**config.mk**
```make
export PLATFORM = sky130hd
export DESIGN_NAME = ctm_timer
export DESIGN_NICKNAME = d
export VERILOG_FILES = /design/src/ctm_pkg.sv /design/src/ctm_prescaler.sv /design/src/ctm_timer.sv
export VERILOG_INCLUDE_DIRS = /design/src
export SDC_FILE = /design/constraint.sdc
export NUM_CORES = 1
export LEC_CHECK = 0
export BUFFER_PORTS_ARGS = -buffer_cell sky130_fd_sc_hd__clkbuf_2
export CAP_MARGIN = 20
export CELL_PAD_IN_SITES_DETAIL_PLACEMENT = 1
export CELL_PAD_IN_SITES_GLOBAL_PLACEMENT = 2
export CORE_UTILIZATION = 38
export CTS_CLUSTER_SIZE = 16
export DETAILED_ROUTE_END_ITERATION = 7
export PLACE_DENSITY_LB_ADDON = 0.1
export SYNTH_ARGS = -nofsm -noshare
export SYNTH_HDL_FRONTEND = slang
export SYNTH_SLANG_ARGS = --single-unit
```
**constraint.sdc**
```tcl
create_clock -name clk_i -period 7.85 [get_ports clk_i]
set_input_delay 1.57 -clock clk_i [delete_from_list [all_inputs] [get_ports clk_i]]
set_output_delay 1.57 -clock clk_i [all_outputs]
set_load 0.01 [all_outputs]
```
**src/ctm_consts.svh**
```systemverilog
`ifndef CTM_CONSTS_SVH
`define CTM_CONSTS_SVH

// ----------------------------------------
// Widths
// ----------------------------------------
`define CTM_BYTE_W 8
`define CTM_CNT_W 16

// ----------------------------------------
// Reset values
// ----------------------------------------
`define CTM_CNT_RST 16'h0000
`define CTM_CMP_RST 16'h0000
`define CTM_FF_RST 1'b0
`define CTM_PIN_RST 1'b1

// ----------------------------------------
// Byte field positions
// ----------------------------------------
`define CTM_LO_LSB 0
`define CTM_HI_LSB 8

// ----------------------------------------
// Prescaler exponents and counts
// ----------------------------------------
`define CTM_EXP_SLOWEST 11
`define CTM_EXP_DIV128 7
`define CTM_EXP_DIV32 5
`define CTM_EXP_DIV8 3
`define CTM_EXP_DIV2 1
`define CTM_PRE_W 11
`define CTM_LS_DIV_W 3
`define CTM_LS_DIV_LAST 3'h7

`endif

```
**src/ctm_pkg.sv**
```systemverilog
package ctm_pkg;

  // ----------------------------------------
  // Operating modes
  // ----------------------------------------
  typedef enum logic [1:0] {
    CTM_MODE_EVENT,
    CTM_MODE_PWM,
    CTM_MODE_PULSE
  } ctm_mode_e;

  // ----------------------------------------
  // Source clock choices
  // ----------------------------------------
  typedef enum logic [2:0] {
    CTM_SRC_SLOWEST,
    CTM_SRC_DIV128,
    CTM_SRC_DIV32,
    CTM_SRC_DIV8,
    CTM_SRC_LOW_SPEED,
    CTM_SRC_DIV2,
    CTM_SRC_UNDIV,
    CTM_SRC_EXTERNAL
  } ctm_src_e;

endpackage : ctm_pkg

```
**src/ctm_prescaler.sv**
```systemverilog
`timescale 1ns/1ps
`include "ctm_consts.svh"

module ctm_prescaler
  import ctm_pkg::*;
(
  // Clock and reset
  input wire logic clk_i,
  input wire logic sys_rst_i,
  // Selection
  input wire ctm_pkg::ctm_src_e src_sel_i,
  input wire logic divider_clock_select_i,
  input wire logic low_power_i,
  input wire logic low_speed_osc_i,
  input wire logic ext_tick_i,
  // Selected count enable
  output logic tick_o
);
  import ctm_pkg::*;

  localparam int NDIV = 5;
  localparam int EXPS [NDIV] = '{`CTM_EXP_SLOWEST, `CTM_EXP_DIV128, `CTM_EXP_DIV32,
                                 `CTM_EXP_DIV8, `CTM_EXP_DIV2};

  logic [`CTM_PRE_W-1:0] pre_reg, pre_next;
  logic [`CTM_LS_DIV_W-1:0] ls_reg, ls_next;
  logic ls_prev_reg, ls_prev_next;
  logic tick_reg, tick_next;
  logic [NDIV-1:0] div_tick;
  logic ls_rise;

  // Each divided rate fires once when its low counter bits are all ones
  for (genvar g = 0; g < NDIV; g++)
  begin : g_div
    assign div_tick[g] = &pre_reg[EXPS[g]-1:0];
  end

  assign ls_rise = low_speed_osc_i && !ls_prev_reg;

  always_comb
  begin
    pre_next = pre_reg + `CTM_PRE_W'(1);
    ls_prev_next = low_speed_osc_i;
    ls_next = ls_rise ? ls_reg + `CTM_LS_DIV_W'(1) : ls_reg;
    tick_next = 1'b0;
    // In low-power modes only the low-speed choices and the external source can count
    case (src_sel_i)
      CTM_SRC_SLOWEST:
      begin
        if (divider_clock_select_i || low_power_i)
          tick_next = ls_rise && (ls_reg == `CTM_LS_DIV_LAST);
        else
          tick_next = div_tick[0];
      end
      CTM_SRC_DIV128: tick_next = !low_power_i && div_tick[1];
      CTM_SRC_DIV32: tick_next = !low_power_i && div_tick[2];
      CTM_SRC_DIV8: tick_next = !low_power_i && div_tick[3];
      CTM_SRC_LOW_SPEED: tick_next = ls_rise;
      CTM_SRC_DIV2: tick_next = !low_power_i && div_tick[4];
      CTM_SRC_UNDIV: tick_next = !low_power_i;
      CTM_SRC_EXTERNAL: tick_next = ext_tick_i;
      default: tick_next = 1'b0;
    endcase
  end

  always_ff @(posedge clk_i)
  begin
    if (sys_rst_i)
    begin
      pre_reg <= '0;
      ls_reg <= '0;
      ls_prev_reg <= 1'b0;
      tick_reg <= 1'b0;
    end
    else
    begin
      pre_reg <= pre_next;
      ls_reg <= ls_next;
      ls_prev_reg <= ls_prev_next;
      tick_reg <= tick_next;
    end
  end

  assign tick_o = tick_reg;

endmodule : ctm_prescaler

```
**src/ctm_timer.sv**
```systemverilog
`timescale 1ns/1ps
`include "ctm_consts.svh"

// What this block does
// - Event mode: 16-bit counter increments on each falling edge of the event input.
// - Event mode while running: period match raises match_irq and clears the counter.
// - Event mode period compare is unbuffered; do not change it while running.
// - PWM: duty match toggles output flop; overflow toggles, clears, raises match_irq.
// - Output flop loads a programmable initial level; reset forces zero.
// - Both output pins always drive the inverse of the output flop.
// - PWM duty is double-buffered: running writes apply at match_irq, stopped at once.
// - PWM readback returns the active stage until the next match_irq.
// - Stopping holds the pin level; initial bit changes only after the stop.
// - Source is a prescaled, low-speed or external clock; low power allows low-speed and external only.
// - Pulse mode: duty match toggles; period match toggles, clears, raises match_irq.
// - Pulse mode duty and period are unbuffered; do not change them while running.
// - Run is upper control bit 3; clearing bit 7 while stopped drives pins high.
module ctm_timer
  import ctm_pkg::*;
#(
  parameter int CNT_W = `CTM_CNT_W
)
(
  // Clock and reset
  input wire logic clk_i,
  input wire logic sys_rst_i,
  // Control bits
  input wire ctm_pkg::ctm_mode_e mode_i,
  input wire ctm_pkg::ctm_src_e src_sel_i,
  input wire logic divider_clock_select_i,
  input wire logic low_power_i,
  input wire logic upper_run_bit_i,
  input wire logic output_flop_init_i,
  // Compare byte writes
  input wire logic [`CTM_BYTE_W-1:0] wr_data_i,
  input wire logic period_compare_low_wr_i,
  input wire logic period_compare_high_wr_i,
  input wire logic duty_compare_low_wr_i,
  input wire logic duty_compare_high_wr_i,
  // Pins and clocks
  input wire logic ext_event_input_i,
  input wire logic low_speed_osc_i,
  // Status and outputs
  output logic [CNT_W-1:0] count_o,
  output logic [CNT_W-1:0] duty_readback_o,
  output logic [CNT_W-1:0] period_readback_o,
  output logic match_irq_o,
  output logic modulated_out_pin_o,
  output logic pulse_gen_out_pin_o
);
  import ctm_pkg::*;

  // ----------------------------------------
  // Parameter check
  // ----------------------------------------
  if (CNT_W != 2 * `CTM_BYTE_W)
  begin : g_bad_width
    $error("ctm_timer: CNT_W must be two bytes wide");
  end

  // ----------------------------------------
  // State
  // ----------------------------------------
  logic [CNT_W-1:0] cnt_reg, cnt_next;
  logic [CNT_W-1:0] period_reg, period_next;
  logic [CNT_W-1:0] duty_hold_reg, duty_hold_next;
  logic [CNT_W-1:0] duty_act_reg, duty_act_next;
  logic [CNT_W-1:0] duty_rd_reg, duty_rd_next;
  logic ff_reg, ff_next;
  logic pin_reg, pin_next;
  logic irq_reg, irq_next;
  logic run_reg, run_next;
  logic init_prev_reg, init_prev_next;
  logic ev_prev_reg, ev_prev_next;
  logic ev_fall, src_tick, tick, running, pwm_run;
  logic [CNT_W-1:0] cnt_inc;

  // Falling edge of the event pin; input assumed to honour the phase minimum
  assign ev_fall = ev_prev_reg && !ext_event_input_i;
  assign running = upper_run_bit_i && run_reg;
  assign pwm_run = running && (mode_i == CTM_MODE_PWM);
  assign tick = (mode_i == CTM_MODE_EVENT) ? ev_fall : src_tick;
  // Single 16-bit add: the low byte carries into the high byte
  assign cnt_inc = cnt_reg + CNT_W'(1);

  ctm_prescaler u_pre (
    .clk_i(clk_i),
    .sys_rst_i(sys_rst_i),
    .src_sel_i(src_sel_i),
    .divider_clock_select_i(divider_clock_select_i),
    .low_power_i(low_power_i),
    .low_speed_osc_i(low_speed_osc_i),
    .ext_tick_i(ev_fall),
    .tick_o(src_tick)
  );

  // ----------------------------------------
  // Compare registers
  // ----------------------------------------
  always_comb
  begin
    period_next = period_reg;
    duty_hold_next = duty_hold_reg;
    // Period is unbuffered in every mode
    if (period_compare_low_wr_i)
      period_next[`CTM_LO_LSB +: `CTM_BYTE_W] = wr_data_i;
    if (period_compare_high_wr_i)
      period_next[`CTM_HI_LSB +: `CTM_BYTE_W] = wr_data_i;
    if (duty_compare_low_wr_i)
      duty_hold_next[`CTM_LO_LSB +: `CTM_BYTE_W] = wr_data_i;
    if (duty_compare_high_wr_i)
      duty_hold_next[`CTM_HI_LSB +: `CTM_BYTE_W] = wr_data_i;
    // Running PWM moves the holding stage only at match_irq
    // A write colliding with that edge is taken as-is, software must avoid it
    if (pwm_run)
      duty_act_next = irq_next ? duty_hold_reg : duty_act_reg;
    else
      duty_act_next = duty_hold_next;
    // Readback shows the active stage during PWM output
    duty_rd_next = pwm_run ? duty_act_next : duty_hold_next;
  end

  // ----------------------------------------
  // Counter and output flop
  // ----------------------------------------
  always_comb
  begin
    cnt_next = cnt_reg;
    ff_next = ff_reg;
    irq_next = 1'b0;
    run_next = upper_run_bit_i;
    init_prev_next = output_flop_init_i;
    ev_prev_next = ext_event_input_i;
    if (!upper_run_bit_i)
    begin
      cnt_next = `CTM_CNT_RST;
      // Stopped: pin holds, but a later change of the initial bit is applied
      if (output_flop_init_i != init_prev_reg)
        ff_next = output_flop_init_i;
    end
    else if (!run_reg)
    begin
      // Start: load the programmable initial level
      cnt_next = `CTM_CNT_RST;
      ff_next = output_flop_init_i;
    end
    else if (tick)
    begin
      case (mode_i)
        CTM_MODE_EVENT:
        begin
          cnt_next = cnt_inc;
          if (cnt_inc == period_reg)
          begin
            cnt_next = `CTM_CNT_RST;
            irq_next = 1'b1;
          end
        end
        CTM_MODE_PWM:
        begin
          cnt_next = cnt_inc;
          if (&cnt_reg)
          begin
            ff_next = !ff_reg;
            irq_next = 1'b1;
          end
          else if (cnt_inc == duty_act_reg)
            ff_next = !ff_reg;
        end
        CTM_MODE_PULSE:
        begin
          cnt_next = cnt_inc;
          // Period match wins when duty equals period
          if (cnt_inc == period_reg)
          begin
            cnt_next = `CTM_CNT_RST;
            ff_next = !ff_reg;
            irq_next = 1'b1;
          end
          else if (cnt_inc == duty_hold_reg)
            ff_next = !ff_reg;
        end
        default: cnt_next = cnt_reg;
      endcase
    end
    // Pins are registered from the same next value so they never lag the flop
    pin_next = !ff_next;
  end

  always_ff @(posedge clk_i)
  begin
    if (sys_rst_i)
    begin
      cnt_reg <= `CTM_CNT_RST;
      period_reg <= `CTM_CMP_RST;
      duty_hold_reg <= `CTM_CMP_RST;
      duty_act_reg <= `CTM_CMP_RST;
      duty_rd_reg <= `CTM_CMP_RST;
      ff_reg <= `CTM_FF_RST;
      pin_reg <= `CTM_PIN_RST;
      irq_reg <= 1'b0;
      run_reg <= 1'b0;
      init_prev_reg <= 1'b0;
      ev_prev_reg <= 1'b0;
    end
    else
    begin
      cnt_reg <= cnt_next;
      period_reg <= period_next;
      duty_hold_reg <= duty_hold_next;
      duty_act_reg <= duty_act_next;
      duty_rd_reg <= duty_rd_next;
      ff_reg <= ff_next;
      pin_reg <= pin_next;
      irq_reg <= irq_next;
      run_reg <= run_next;
      init_prev_reg <= init_prev_next;
      ev_prev_reg <= ev_prev_next;
    end
  end

  assign count_o = cnt_reg;
  assign duty_readback_o = duty_rd_reg;
  assign period_readback_o = period_reg;
  assign match_irq_o = irq_reg;
  assign modulated_out_pin_o = pin_reg;
  assign pulse_gen_out_pin_o = pin_reg;
endmodule : ctm_timer
```
# Yosys cells after proc, flatten, opt, wreduce, memory -nomap -nowiden
# Index checks and enable logic that the tools add are counted.
# word_totals
regBits	102
inputBits	25
out_inout_bits	51
wordCells	86
# op_classes
n_addsub	3
n_eq_ne	14
muxes	25
bitwise	2
reduce_logical	26
# ops
cell	count
2-to-1 mux 16 bit	4
equality test 16 bit	3
one-hot mux 16 bit (2 select lines)	1
adder 16 x 1 -> 16 bit, second input constant	1
2-to-1 mux 8 bit	2
AND reduction 16 bit	1
equality test 3 bit, second input constant	5
2-to-1 mux 1 bit	15
adder 11 x 1 -> 11 bit, second input constant	1
AND reduction 11 bit	1
logical AND 1 bit	9
one-hot mux 1 bit (8 select lines)	1
AND reduction 7 bit	1
equality test 3 x 2 -> 1 bit, second input constant	2
logical NOT 1 bit	5
AND reduction 5 bit	1
one-hot mux 1 bit (2 select lines)	2
adder 3 x 1 -> 3 bit, second input constant	1
equality test 3 x 1 -> 1 bit, second input constant	1
logical NOT 3 bit	1
AND reduction 3 bit	1
OR reduction 3 bit	1
equality test 2 x 1 -> 1 bit, second input constant	1
equality test 2 bit, second input constant	1
other kinds (7)	8

# Depth between registers and ports, before layout
# Gate-level depths: netlist (run 1).
# depth
word_depth	10
depth_mapped	12
mapped_depth_nobuf	10

# By module
# From an unflattened synthesis (run 1), not the netlist that was laid out.
# hier_totals
cells_unflattened	571
area_unflattened_um2	5036.1
# by_module_without_submodules
mod	instances	cells_per_inst	area_per_inst_um2	seq_area_each_um2
ctm_timer	1	491	4269.1	1401.3
ctm_prescaler	1	80	767.0	320.3

# Least setup slack after synthesis (run 1)
# OpenSTA, ideal clock, no wires.
# synth_path
kind	input to register
startpoint	input port mode_i[0]
endpoint	register with a tool-made name
setup_ns	0.115
arrival_time_ns	3.158
required_ns	7.735
slack_ns	4.576
stages	8
n_path_buf	2
cell_sequence	inv_1 > ha_1 > mux2i_1 > or2_2 > clkbuf_1 > clkbuf_1 > or4_1 > and3_1
# synth_rtl
item	line	rtl
start, declared	ctm_timer.sv:28	input wire ctm_pkg::ctm_mode_e mode_i,

==> results of run 1 <==
cells in the final DEF (no fill, tap or decap), types with 3 or more instances in the layout:
| master | count |
|---|---|
| and3_1 | 21 |
| nor2b_1 | 11 |
| nand4_1 | 7 |
| nor2_1 | 77 |
| o21ai_0 | 21 |
| dfxtp_1 | 86 |
| nor3b_1 | 6 |
| or3_1 | 4 |
| nand3b_1 | 6 |
| nor4_1 | 3 |
| clkbuf_2 | 75 |
| nand3_1 | 16 |
| ha_1 | 10 |
| o31ai_1 | 5 |
| o211ai_1 | 6 |
| o2111ai_1 | 3 |
| o22ai_1 | 3 |
| inv_1 | 5 |
| clkbuf_16 | 9 |
| o21ai_1 | 9 |
| xor2_1 | 14 |
| xnor3_1 | 13 |
| nor4_2 | 3 |
| a32o_1 | 3 |
| a21oi_1 | 35 |
| nor3_1 | 8 |
| or2_2 | 3 |
| xnor2_1 | 34 |
| or3b_2 | 3 |
| or4_1 | 19 |
| o21a_1 | 3 |
| a21boi_0 | 3 |
| mux2i_1 | 38 |
| nand2_1 | 24 |
area by class of cell:
class	count	area (um^2)
Tap cell	176	220.2
Multi-Input combinational cell	447	3271
Timing Repair Buffer	77	390.4
Sequential cell	86	1722
Inverter	6	22.52
Clock buffer	11	252.7
Fill cell	1605	7465
Clock inverter	5	57.56
stage by stage:
step | cells | util [%] | setup WS, ns | area [um^2]
6_report | 808 | 44.30 | 3.521 | 5936
5_1_grt | 808 | 44.30 | 3.173 | 5936
4_1_cts | 808 | 44.30 | 3.539 | 5936
3_5_place_dp | 792 | 41.98 | 3.584 | 5625
3_3_place_gp | 792 | 41.98 | 3.840 | 5625
2_1_floorplan | 589 | - | 4.576 | 5283
synth_stat cells, drive strengths merged (4+ instances only):
master   n  share of area (%)
or3      4               0.47
nor2b   11                1.3
xor2    14                2.3
xnor3   13                5.5
and3    21                2.5
dfxtp   86                 33
ha      10                2.4
clkbuf  23                1.6
buf     27                3.4
inv      5               0.36
nor3b    6               0.85
nor2    77                5.5
o31ai    5               0.71
nor3    10                1.3
o211ai   6               0.85
nand4    8                1.2
nand3b   6               0.85
nor4     7                1.5
xnor2   34                5.6
nand2   24                1.7
o21ai   30                2.8
a21oi   36                3.6
nand3   18                2.2
or4     19                2.7
mux2i   38                7.2
layer usage:
| layer | vias up | track usage [%] | wire length [um] |
|---|---|---|---|
| met4 | 0 | 6.797 | 227 |
| met5 | - | 0 | 0 |
| met2 | 79 | 35.06 | 7166 |
| li1 | 2194 | - | - |
| met3 | 14 | 2.852 | 504 |
| met1 | 2246 | 34.72 | 8217 |
worst paths after layout:
check / slack, ns / startpoint / cells after the start / end
worst min register to register: 0.51 / u_pre.pre_reg[0] / 1 / u_pre.pre_reg[0]
worst min-delay path: 0.51 / u_pre.pre_reg[0] / 1 / u_pre.pre_reg[0]
worst max-delay path: 3.52 / count_o[0] / 9 / flip-flop
worst max register to register: 3.52 / count_o[0] / 9 / flip-flop
cells by family (layout without fill, tap and decap cells):
group | count (synthesis) | after routing | share of synthesized area [%]
AOI/OAI and AO/OA | 110 | 110 | 13.67
DFF | 86 | 86 | 32.59
muxes | 39 | 39 | 7.413
xor gates and xnor gates | 63 | 63 | 14.40
and+or+nand+nor | 224 | 224 | 23.88
buffers and inverters | 56 | 99 | 5.495
adders and majority gates | 11 | 11 | 2.558
power groups by stage:
stage / logic [mW] / clock network (mW) / registers (mW)
after floorplan: 0.0828 / 0 / 0.486
after global placement: 0.122 / 0 / 0.490
after detailed placement: 0.125 / 0 / 0.491
final: 0.124 / 0.451 / 0.482
after global routing: 0.137 / 0.477 / 0.484
after CTS: 0.126 / 0.461 / 0.482
==> impl_results.md, run 1 <==
- Run status: complete, no violations
- Combinational fraction of design power: 11.8%
- Final routed wirelength across all metal layers: 16120 um
- Layout cells sized above 1: 17.88%
- CP max FO: 13
- Worst slew pin tran: 0.9414 ns
- Power Dens Cells: 178.1 nW/um^2
- RSZ-0062 raised after global routing: false
- Yosys cell types: 69
- Number of buffers inserted for hold repair after clock tree synthesis: 0
- Placed wire-length estimate after detailed placement: 12090 um
- Number of top-level pins: 76
- Critical-path cell list: ha_1 -> nand3_1 -> nor4_2 -> xor3_1 -> a2111oi_4 -> and2b_1 -> and2_1 -> o21ai_0 -> o211ai_1
- Post-synthesis to final-layout area growth: 12.36%
- Via-per-instance ratio: 5.610
- Post-synthesis area per instance: 8.969 um^2
- Skew-Pair Late Insertion Delay: 0.34 ns
- Total Neg Setup Slack: 0 ns
- Post-synth EDFFs: 0
- Num rows: 42
- Most instantiated flip-flop cell in the synthesis netlist: dfxtp_1
- F_max: 231.0 MHz
- Average wire per cell in the routed design: 19.94 um
- CTS H-Tree Depth: 3
- Count of unresolved DRC violations after routing: 0
- Clock tree from TritonCTS: done
- Worst-path clk slew: 0.06 ns
- Nature of the critical path startpoint: flip-flop
- Core outline area: 13400 um^2
- Max-capacitance violation count: 0
- Total vias in the final route: 4533
- Worst hold slack: 0.5091 ns
- Antenna violations before repair: 0
- Count of mapped cells out of synthesis: 589
- Net switching share of the total power: 26.39%
- Final number of hold-violating endpoints: 0
- Reported leakage power: 2.417 nW
- Internal power summed over all cells: 0.7781 mW
- Rel. slew slack: 37.24%
- Routability-driven placement congestion ratio: 0.8100
- Max Transition Viols Final: 0
- Total of endpoints with negative setup slack in the final report: 0
- Initial standard-cell utilization of the core: 39.42%
- Critical Path Sink Type: flip-flop
- Port buffer count: 75
- Global-route wire length before repair: 25500 um
- Die Span Y: 119.9 um
- Via count of the first global-routing pass: 4508
- Critical setup path kind: reg2reg
- Kind of cell with the highest combined delay on the critical path: simple AND/OR/NAND/NOR gates
- Total Nets Final: 662
- Switching Power: 0.2790 mW
- Total number of yosys warnings: 0
- CTS resizes: 0
- Sequential fraction of design power: 45.6%
- Final critical path time including I/O delays and setup: 4.329 ns
- Post-route clock period utilization: 55.15%
- Die X: 119.9 um
- Slowest stage delay, CP: 0.76 ns
- Final clock skew: 0.005234 ns
- Maximum vdd drop: 0.1357 mV
- Relative contribution of the clock network to total power: 42.7%
- DR iter-0 viols: 219
- Buffer cell driving the clock tree root: clkbuf_16
- Signal arrival time at the worst endpoint: 4.59 ns
- Area of the die: 14380 um^2
- Share of async-settable or async-resettable flops after synthesis: 0%
- Syn nets: 624
- Clock sinks: 86
- Number of buffers inserted during clock tree synthesis: 9
- Portion of the post-synthesis area used by sequential elements: 32.59%
- Postcts setup bufs: 0
- Maximum buffer depth of the clock tree: 2
- Number of inserted diodes: 0
- Largest net degree at the start of global routing: 74
- Antenna violation net count after detailed routing: 0
- Mapped cell area: 5283 um^2
- Flip-flop and latch count after synthesis: 86
- Bufs and invs on worst path: 0
- First drt pass iteration count: 4
- Total congestion overflow after global routing: 0
- Cell at the slowest stage of the critical path: nor4_2
- Worst Hold Class: reg2reg
- Total power: 1.057 mW
- Worst Path Required: 8.11 ns
- GRT Resource Usage Total: 23.37%
No activity file was read; power rests on OpenSTA's default activity.
==> run 2, diff against run 1 <==
--- a/config.mk
+++ b/config.mk
@@ -10,7 +10,7 @@
 export CAP_MARGIN = 20
 export CELL_PAD_IN_SITES_DETAIL_PLACEMENT = 1
 export CELL_PAD_IN_SITES_GLOBAL_PLACEMENT = 2
-export CORE_UTILIZATION = 38
+export CORE_UTILIZATION = 35
 export CTS_CLUSTER_SIZE = 16
 export DETAILED_ROUTE_END_ITERATION = 7
 export PLACE_DENSITY_LB_ADDON = 0.1
==> constraint.sdc (replaced) <==
create_clock -name clk_i -period 4.5 [get_ports clk_i]
set_input_delay 0.9 -clock clk_i [delete_from_list [all_inputs] [get_ports clk_i]]
set_output_delay 0.9 -clock clk_i [all_outputs]
set_load 0.01 [all_outputs]
==> run 2 against run 1 <==
  * The run now ends with DRC left
  * Hold slack improved by 0.0012 ns
  * Routed wire length rose by 3.3%
  * Core utilization decreased by 3.4 points
  * Sequential share of layout area is 0.24 points lower
  * Count of clock-buffer cells in the layout down 2
  * Register-to-register slack worse by 2.8 ns
  * Final cell count up 1.7%
  * Fmax grew 15%
  * Die area grew 8.4%
  * Clock skew is 0.0028 ns higher
  * Global-route usage is 1.2 points lower
  * Sequential power rose by 74%
==> impl_results.md, run 2 (same netlist as run 1, synthesis figures left out) <==
- Worst Path Required: 4.74 ns
- Total Neg Setup Slack: 0 ns
- CTS resizes: 0
- Combinational fraction of design power: 11.7%
- Sequential fraction of design power: 45.6%
- Maximum buffer depth of the clock tree: 2
- Via count of the first global-routing pass: 4559
- GRT Resource Usage Total: 22.20%
- Final routed wirelength across all metal layers: 16640 um
- Power Dens Cells: 308.0 nW/um^2
- Core outline area: 14640 um^2
- Average wire per cell in the routed design: 20.24 um
- Slowest stage delay, CP: 0.68 ns
- Total of endpoints with negative setup slack in the final report: 0
- Skew-Pair Late Insertion Delay: 0.35 ns
- Num rows: 44
- Die X: 124.9 um
- Kind of cell with the highest combined delay on the critical path: simple AND/OR/NAND/NOR gates
- Final critical path time including I/O delays and setup: 3.770 ns
- Port buffer count: 75
- CTS H-Tree Depth: 3
- Bufs and invs on worst path: 0
- F_max: 265.3 MHz
- Max-capacitance violation count: 0
- Critical-path cell list: ha_1 -> nand3_1 -> nor3_1 -> xnor3_1 -> nand4_1 -> nor3_4 -> a21oi_4 -> or4_1 -> and3_1
- Switching Power: 0.5095 mW
- Clock tree from TritonCTS: done
- Internal power summed over all cells: 1.334 mW
- Area of the die: 15590 um^2
- Number of top-level pins: 76
- Postcts setup bufs: 0
- Run status: complete, but fails checks
- Relative contribution of the clock network to total power: 42.6%
- Net switching share of the total power: 27.64%
- Nature of the critical path startpoint: flip-flop
- Most common library cell in the layout ignoring fill and taps: dfxtp_1
- Antenna violations before repair: 0
- Clock sinks: 86
- Reported leakage power: 2.437 nW
- DR iter-0 viols: 315
- Count of unresolved DRC violations after routing: 10
- Worst slew pin tran: 0.9229 ns
- Final number of hold-violating endpoints: 0
- Critical setup path kind: reg2reg
- Violated checks: DRC
- Number of cells on the critical path: 9
- Post-route clock period utilization: 83.77%
- Cell at the slowest stage of the critical path: nor3_1
- Worst hold path depth: 2
- Maximum vdd drop: 0.1694 mV
- Post-synthesis to final-layout area growth: 13.29%
- Path depth of the worst reg2reg path: 9
- Global-route wire length before repair: 26450 um
- Die Span Y: 124.9 um
- Total Nets Final: 668
- Max Transition Viols Final: 0
- Total congestion overflow after global routing: 0
- Critical Path Sink Type: flip-flop
- Number of buffers inserted for hold repair after clock tree synthesis: 0
- Total power: 1.843 mW
- Number of inserted diodes: 0
- Routability-driven placement congestion ratio: 0.8434
- Buffer cell driving the clock tree root: clkbuf_16
- Total vias in the final route: 4571
- Largest net degree at the start of global routing: 69
- Antenna violation net count after detailed routing: 0
- Commonest cells after routing, fill and taps aside: dfxtp_1, nor2_1, clkbuf_2
- Placed wire-length estimate after detailed placement: 12510 um
- Worst Hold Class: reg2reg
- Final clock skew: 0.008058 ns
- RSZ-0062 raised after global routing: false
- Via-per-instance ratio: 5.561
- CP max FO: 30
- Initial standard-cell utilization of the core: 36.07%
- First drt pass iteration count: 7
- Worst-path clk slew: 0.07 ns
- Signal arrival time at the worst endpoint: 4.01 ns
- Number of buffers inserted during clock tree synthesis: 9
- Layout cells sized above 1: 18.65%
- Rel. slew slack: 38.47%
-- run 2: changes by cell type in the layout (fill, tap and decap cells not counted) --
cell | previous run | this run
buf_4 | 2 | 8
clkinv_2 | 2 | 1
clkinv_4 | 2 | 0
inv_6 | 0 | 2
inv_8 | 0 | 1
clkinvlp_4 | 0 | 2
clkbuf_8 | 2 | 0
-- run 2: path summary, 6_finish.rpt --
path,startpoint,endpoint,slack (ns)
worst max-delay path,count_o[1],flip-flop,0.73
worst min-delay path,u_pre.ls_reg[1],u_pre.ls_reg[1],0.51
worst max register to register,count_o[1],flip-flop,0.73
worst min register to register,u_pre.ls_reg[1],u_pre.ls_reg[1],0.51
-- run 2: worst register-to-register path, stage by stage, from the launching register on --
cell	delay, ns
dfxtp_1	0.46
ha_1	0.35
nand3_1	0.36
nor3_1	0.69
xnor3_1	0.29
nand4_1	0.20
nor3_4	0.37
a21oi_4	0.28
or4_1	0.49
and3_1	0.17
-- run 2: layer usage --
| layer | routed length (um) | track usage [%] |
|---|---|---|
| met1 | 8576 | 33.12 |
| met2 | 7255 | 32.58 |
| met3 | 549 | 3.136 |
| met4 | 257 | 7.030 |
| met5 | 0 | 0 |
-- run 2: power by group through the flow --
stage | combinational [mW] | clock (mW) | sequential, mW
floorplan | 0.144 | 0 | 0.847
global placement | 0.214 | 0 | 0.856
detailed placement | 0.219 | 0 | 0.858
CTS | 0.220 | 0.803 | 0.840
global route | 0.239 | 0.833 | 0.845
finish | 0.217 | 0.786 | 0.841
-- run 2: area by class of cell --
type                    count  area, um^2
fillers                  1733        8660
multi-input cells         447        3271
well taps                 184       230.2
flip-flops and latches     86        1722
repair buffers             83       435.4
inverters                   6       22.52
clock inverters             7       78.83
clock buffers               9       225.2
-- run 2: through the flow --
stage	util (%)	hold slack [ns]	area, um^2	std cells	worst slack, ns
6_report	40.87	0.5103	5984	822	0.7304
5_1_grt	40.87	0.5583	5984	822	0.4536
4_1_cts	40.87	0.5215	5984	822	0.7449
3_5_place_dp	38.79	0.5010	5680	806	0.7829
3_3_place_gp	38.79	0.4789	5680	806	0.9472
2_1_floorplan	-	0.4420	5283	589	1.314
==> run 3, diff against run 2 <==
--- a/config.mk
+++ b/config.mk
@@ -6,11 +6,12 @@
 export SDC_FILE = /design/constraint.sdc
 export NUM_CORES = 1
 export LEC_CHECK = 0
+export ABC_AREA = 1
 export BUFFER_PORTS_ARGS = -buffer_cell sky130_fd_sc_hd__clkbuf_2
 export CAP_MARGIN = 20
 export CELL_PAD_IN_SITES_DETAIL_PLACEMENT = 1
 export CELL_PAD_IN_SITES_GLOBAL_PLACEMENT = 2
-export CORE_UTILIZATION = 35
+export CORE_UTILIZATION = 31
 export CTS_CLUSTER_SIZE = 16
 export DETAILED_ROUTE_END_ITERATION = 7
 export PLACE_DENSITY_LB_ADDON = 0.1
==> constraint.sdc (replaced) <==
create_clock -name clk_i -period 3.9 [get_ports clk_i]
set_input_delay 0.78 -clock clk_i [delete_from_list [all_inputs] [get_ports clk_i]]
set_output_delay 0.78 -clock clk_i [all_outputs]
set_load 0.01 [all_outputs]
==> run 3 against run 2 <==
  * The flow now finishes without violations
  * Hold slack got worse by 0.034 ns
  * Synthesized cell count up 31%
  * Sequential power increased by 16%
  * Via count increased by 15%
  * Cell area shrank 0.10%
  * Combinational power increased by 24%
==> impl_results.md, run 3 <==
- Commonest cells after routing, fill and taps aside: nand2_1, inv_1, dfxtp_1
- Post-synthesis area per instance: 6.590 um^2
- Total of endpoints with negative setup slack in the final report: 0
- Critical Path Sink Type: flip-flop
- Number of buffers inserted during clock tree synthesis: 9
- Routability-driven placement congestion ratio: 0.8606
- Clock sinks: 86
- Layout cells sized above 1: 16.86%
- F_max: 345.7 MHz
- Post-route clock period utilization: 74.18%
- Total Nets Final: 872
- Post-synth EDFFs: 0
- Top cell type's share of synthesized area: 33.88%
- Most common library cell in the layout ignoring fill and taps: nand2_1
- Core outline area: 15940 um^2
- Total number of yosys warnings: 0
- Reported leakage power: 2.694 nW
- Port buffer count: 75
- Initial standard-cell utilization of the core: 31.87%
- Post-synthesis to final-layout area growth: 17.66%
- Mapped cell area: 5081 um^2
- Ranking of synthesized cells by instance count: nand2_1, inv_1, dfxtp_1
- Share of async-settable or async-resettable flops after synthesis: 0%
- Post-synth top area cell: dfxtp_1
- Placed wire-length estimate after detailed placement: 13990 um
- Final number of hold-violating endpoints: 0
- Met2 layer usage reported by global route: 37.58%
- Largest net degree at the start of global routing: 49
- Area of combinational cells with multiple inputs: 2877 um^2
- Number of inserted diodes: 0
- Critical setup path kind: reg2reg
- Worst-path clk slew: 0.07 ns
- Max Transition Viols Final: 0
- Power Dens Cells: 371.5 nW/um^2
- Num rows: 46
- Final clock skew: 0.004733 ns
- Rel. slew slack: 49.14%
- DR iter-0 viols: 268
- Final Core Density: 37.50%
- Met1 track demand over resource: 28.02%
- Number of top-level pins: 76
- Die X: 130.0 um
- Final critical path time including I/O delays and setup: 2.893 ns
- CP max FO: 25
- CTS H-Tree Depth: 3
- Maximum buffer depth of the clock tree: 2
- Total congestion overflow after global routing: 0
- Count of mapped cells out of synthesis: 771
- Portion of the post-synthesis area used by sequential elements: 33.88%
- Post-place instance area: 5653 um^2
- Number of buffers inserted for hold repair after clock tree synthesis: 0
- Total vias in the final route: 5273
- Most common cell in the netlist: nand2_1
- Yosys cell types: 40
- Antenna violation net count after detailed routing: 0
- Area of the die: 16910 um^2
- Design Area, Final: 5978 um^2
- Clock tree from TritonCTS: done
- Flip-flop and latch count after synthesis: 86
- Most instantiated flip-flop cell in the synthesis netlist: dfxtp_1
- First drt pass iteration count: 5
- Top cells by area, synth: dfxtp_1, nand2_1, nand3_1
- Worst Path Required: 4.15 ns
- Signal arrival time at the worst endpoint: 3.14 ns
- Antenna violations before repair: 0
- Postcts setup bufs: 0
- Worst slew pin tran: 0.7610 ns
- Worst Hold Class: reg2reg
- Nature of the critical path startpoint: flip-flop
- Max-capacitance violation count: 0
- Met3 capacity usage during global routing: 3.526%
- CTS resizes: 0
- Skew-Pair Late Insertion Delay: 0.35 ns
- Die Span Y: 130.0 um
- GRT Resource Usage Total: 21.69%
- Syn nets: 806
- Sequential cell area in the final layout: 1722 um^2
- Count of unresolved DRC violations after routing: 0
- Global-route wire length before repair: 27490 um
- Buffer cell driving the clock tree root: clkbuf_16
- Final routed wirelength across all metal layers: 17810 um
- Total Neg Setup Slack: 0 ns
- Via count of the first global-routing pass: 5197
- Via-per-instance ratio: 4.984
- # fillers: 2083
- RSZ-0062 raised after global routing: false
- Run status: complete, no violations
- Busiest layer in global routing: met2
- Average wire per cell in the routed design: 16.83 um
- Maximum vdd drop: 0.1949 mV
run 3: changes by cell type in the layout (fill, tap and decap cells not counted), sizes merged, moves of 12 or more:
cell,previous run,this run
xor2,14,2
inv,8,99
nand3,18,79
or4,19,0
mux2i,38,0
o21ai,30,44
nand2,24,216
xnor2,34,6
a21oi,36,50
and3,21,2
run 3: cell type report:
| type | count | share of cell area, % |
|---|---|---|
| well taps | 216 | 4.521 |
| repair buffers | 80 | 6.907 |
| clock buffers | 11 | 4.060 |
| inverters | 99 | 6.216 |
| clock inverters | 5 | 1.381 |
| multi-input cells | 561 | 48.12 |
| flip-flops and latches | 86 | 28.80 |
run 3: kinds of logic after synthesis:
group / count (synthesis) / synth area share, %
flops: 86 / 33.88
buf+inv: 124 / 9.505
fa+ha+maj: 10 / 2.462
simple gates: 424 / 37.63
compound gates: 117 / 14.26
xor+xnor: 10 / 2.265
run 3: worst paths after layout:
kind	slack [ns]	depth (start not counted)	start	end
worst max-delay path	1.01	16	count_o[0]	flip-flop
worst max register to register	1.01	16	count_o[0]	flip-flop
worst min-delay path	0.48	1	u_pre.pre_reg[0]	u_pre.pre_reg[0]
worst min register to register	0.48	1	u_pre.pre_reg[0]	u_pre.pre_reg[0]
run 3: layer usage:
metal	up-vias	share of wire (%)
met1	2542	47
met4	0	1.0
met2	76	48
li1	2641	-
met5	-	0
met3	14	3.6
run 3: critical path, cell delays in order, from the launching register on:
cell      delay [ns]
dfxtp_1         0.48
ha_1            0.25
nand3_1         0.14
nor2_2          0.26
nand4_1         0.24
nand3_1         0.17
nand2_1         0.12
nor2_1          0.11
nand2_1         0.07
nor2_2          0.11
nand3_2         0.12
nand2_4         0.14
nand2_4         0.22
nand3_1         0.14
o211ai_1        0.09
nand2_1         0.08
inv_1           0.04
run 3: per-stage QoR:
step	power (mW)	worst slack, ns	instances	hold slack [ns]
6_report	2.221	1.007	1058	0.4758
5_1_grt	2.314	0.7353	1058	0.4882
4_1_cts	2.244	1.000	1058	0.4745
3_5_place_dp	1.270	1.000	1042	0.4599
3_3_place_gp	1.257	1.109	1042	0.4469
2_1_floorplan	1.153	1.490	771	0.4269
run 3: power breakdown:
part           internal, mW  switching (mW)
Clock                 0.581           0.392
Sequential            0.923          0.0555
Combinational         0.104           0.164
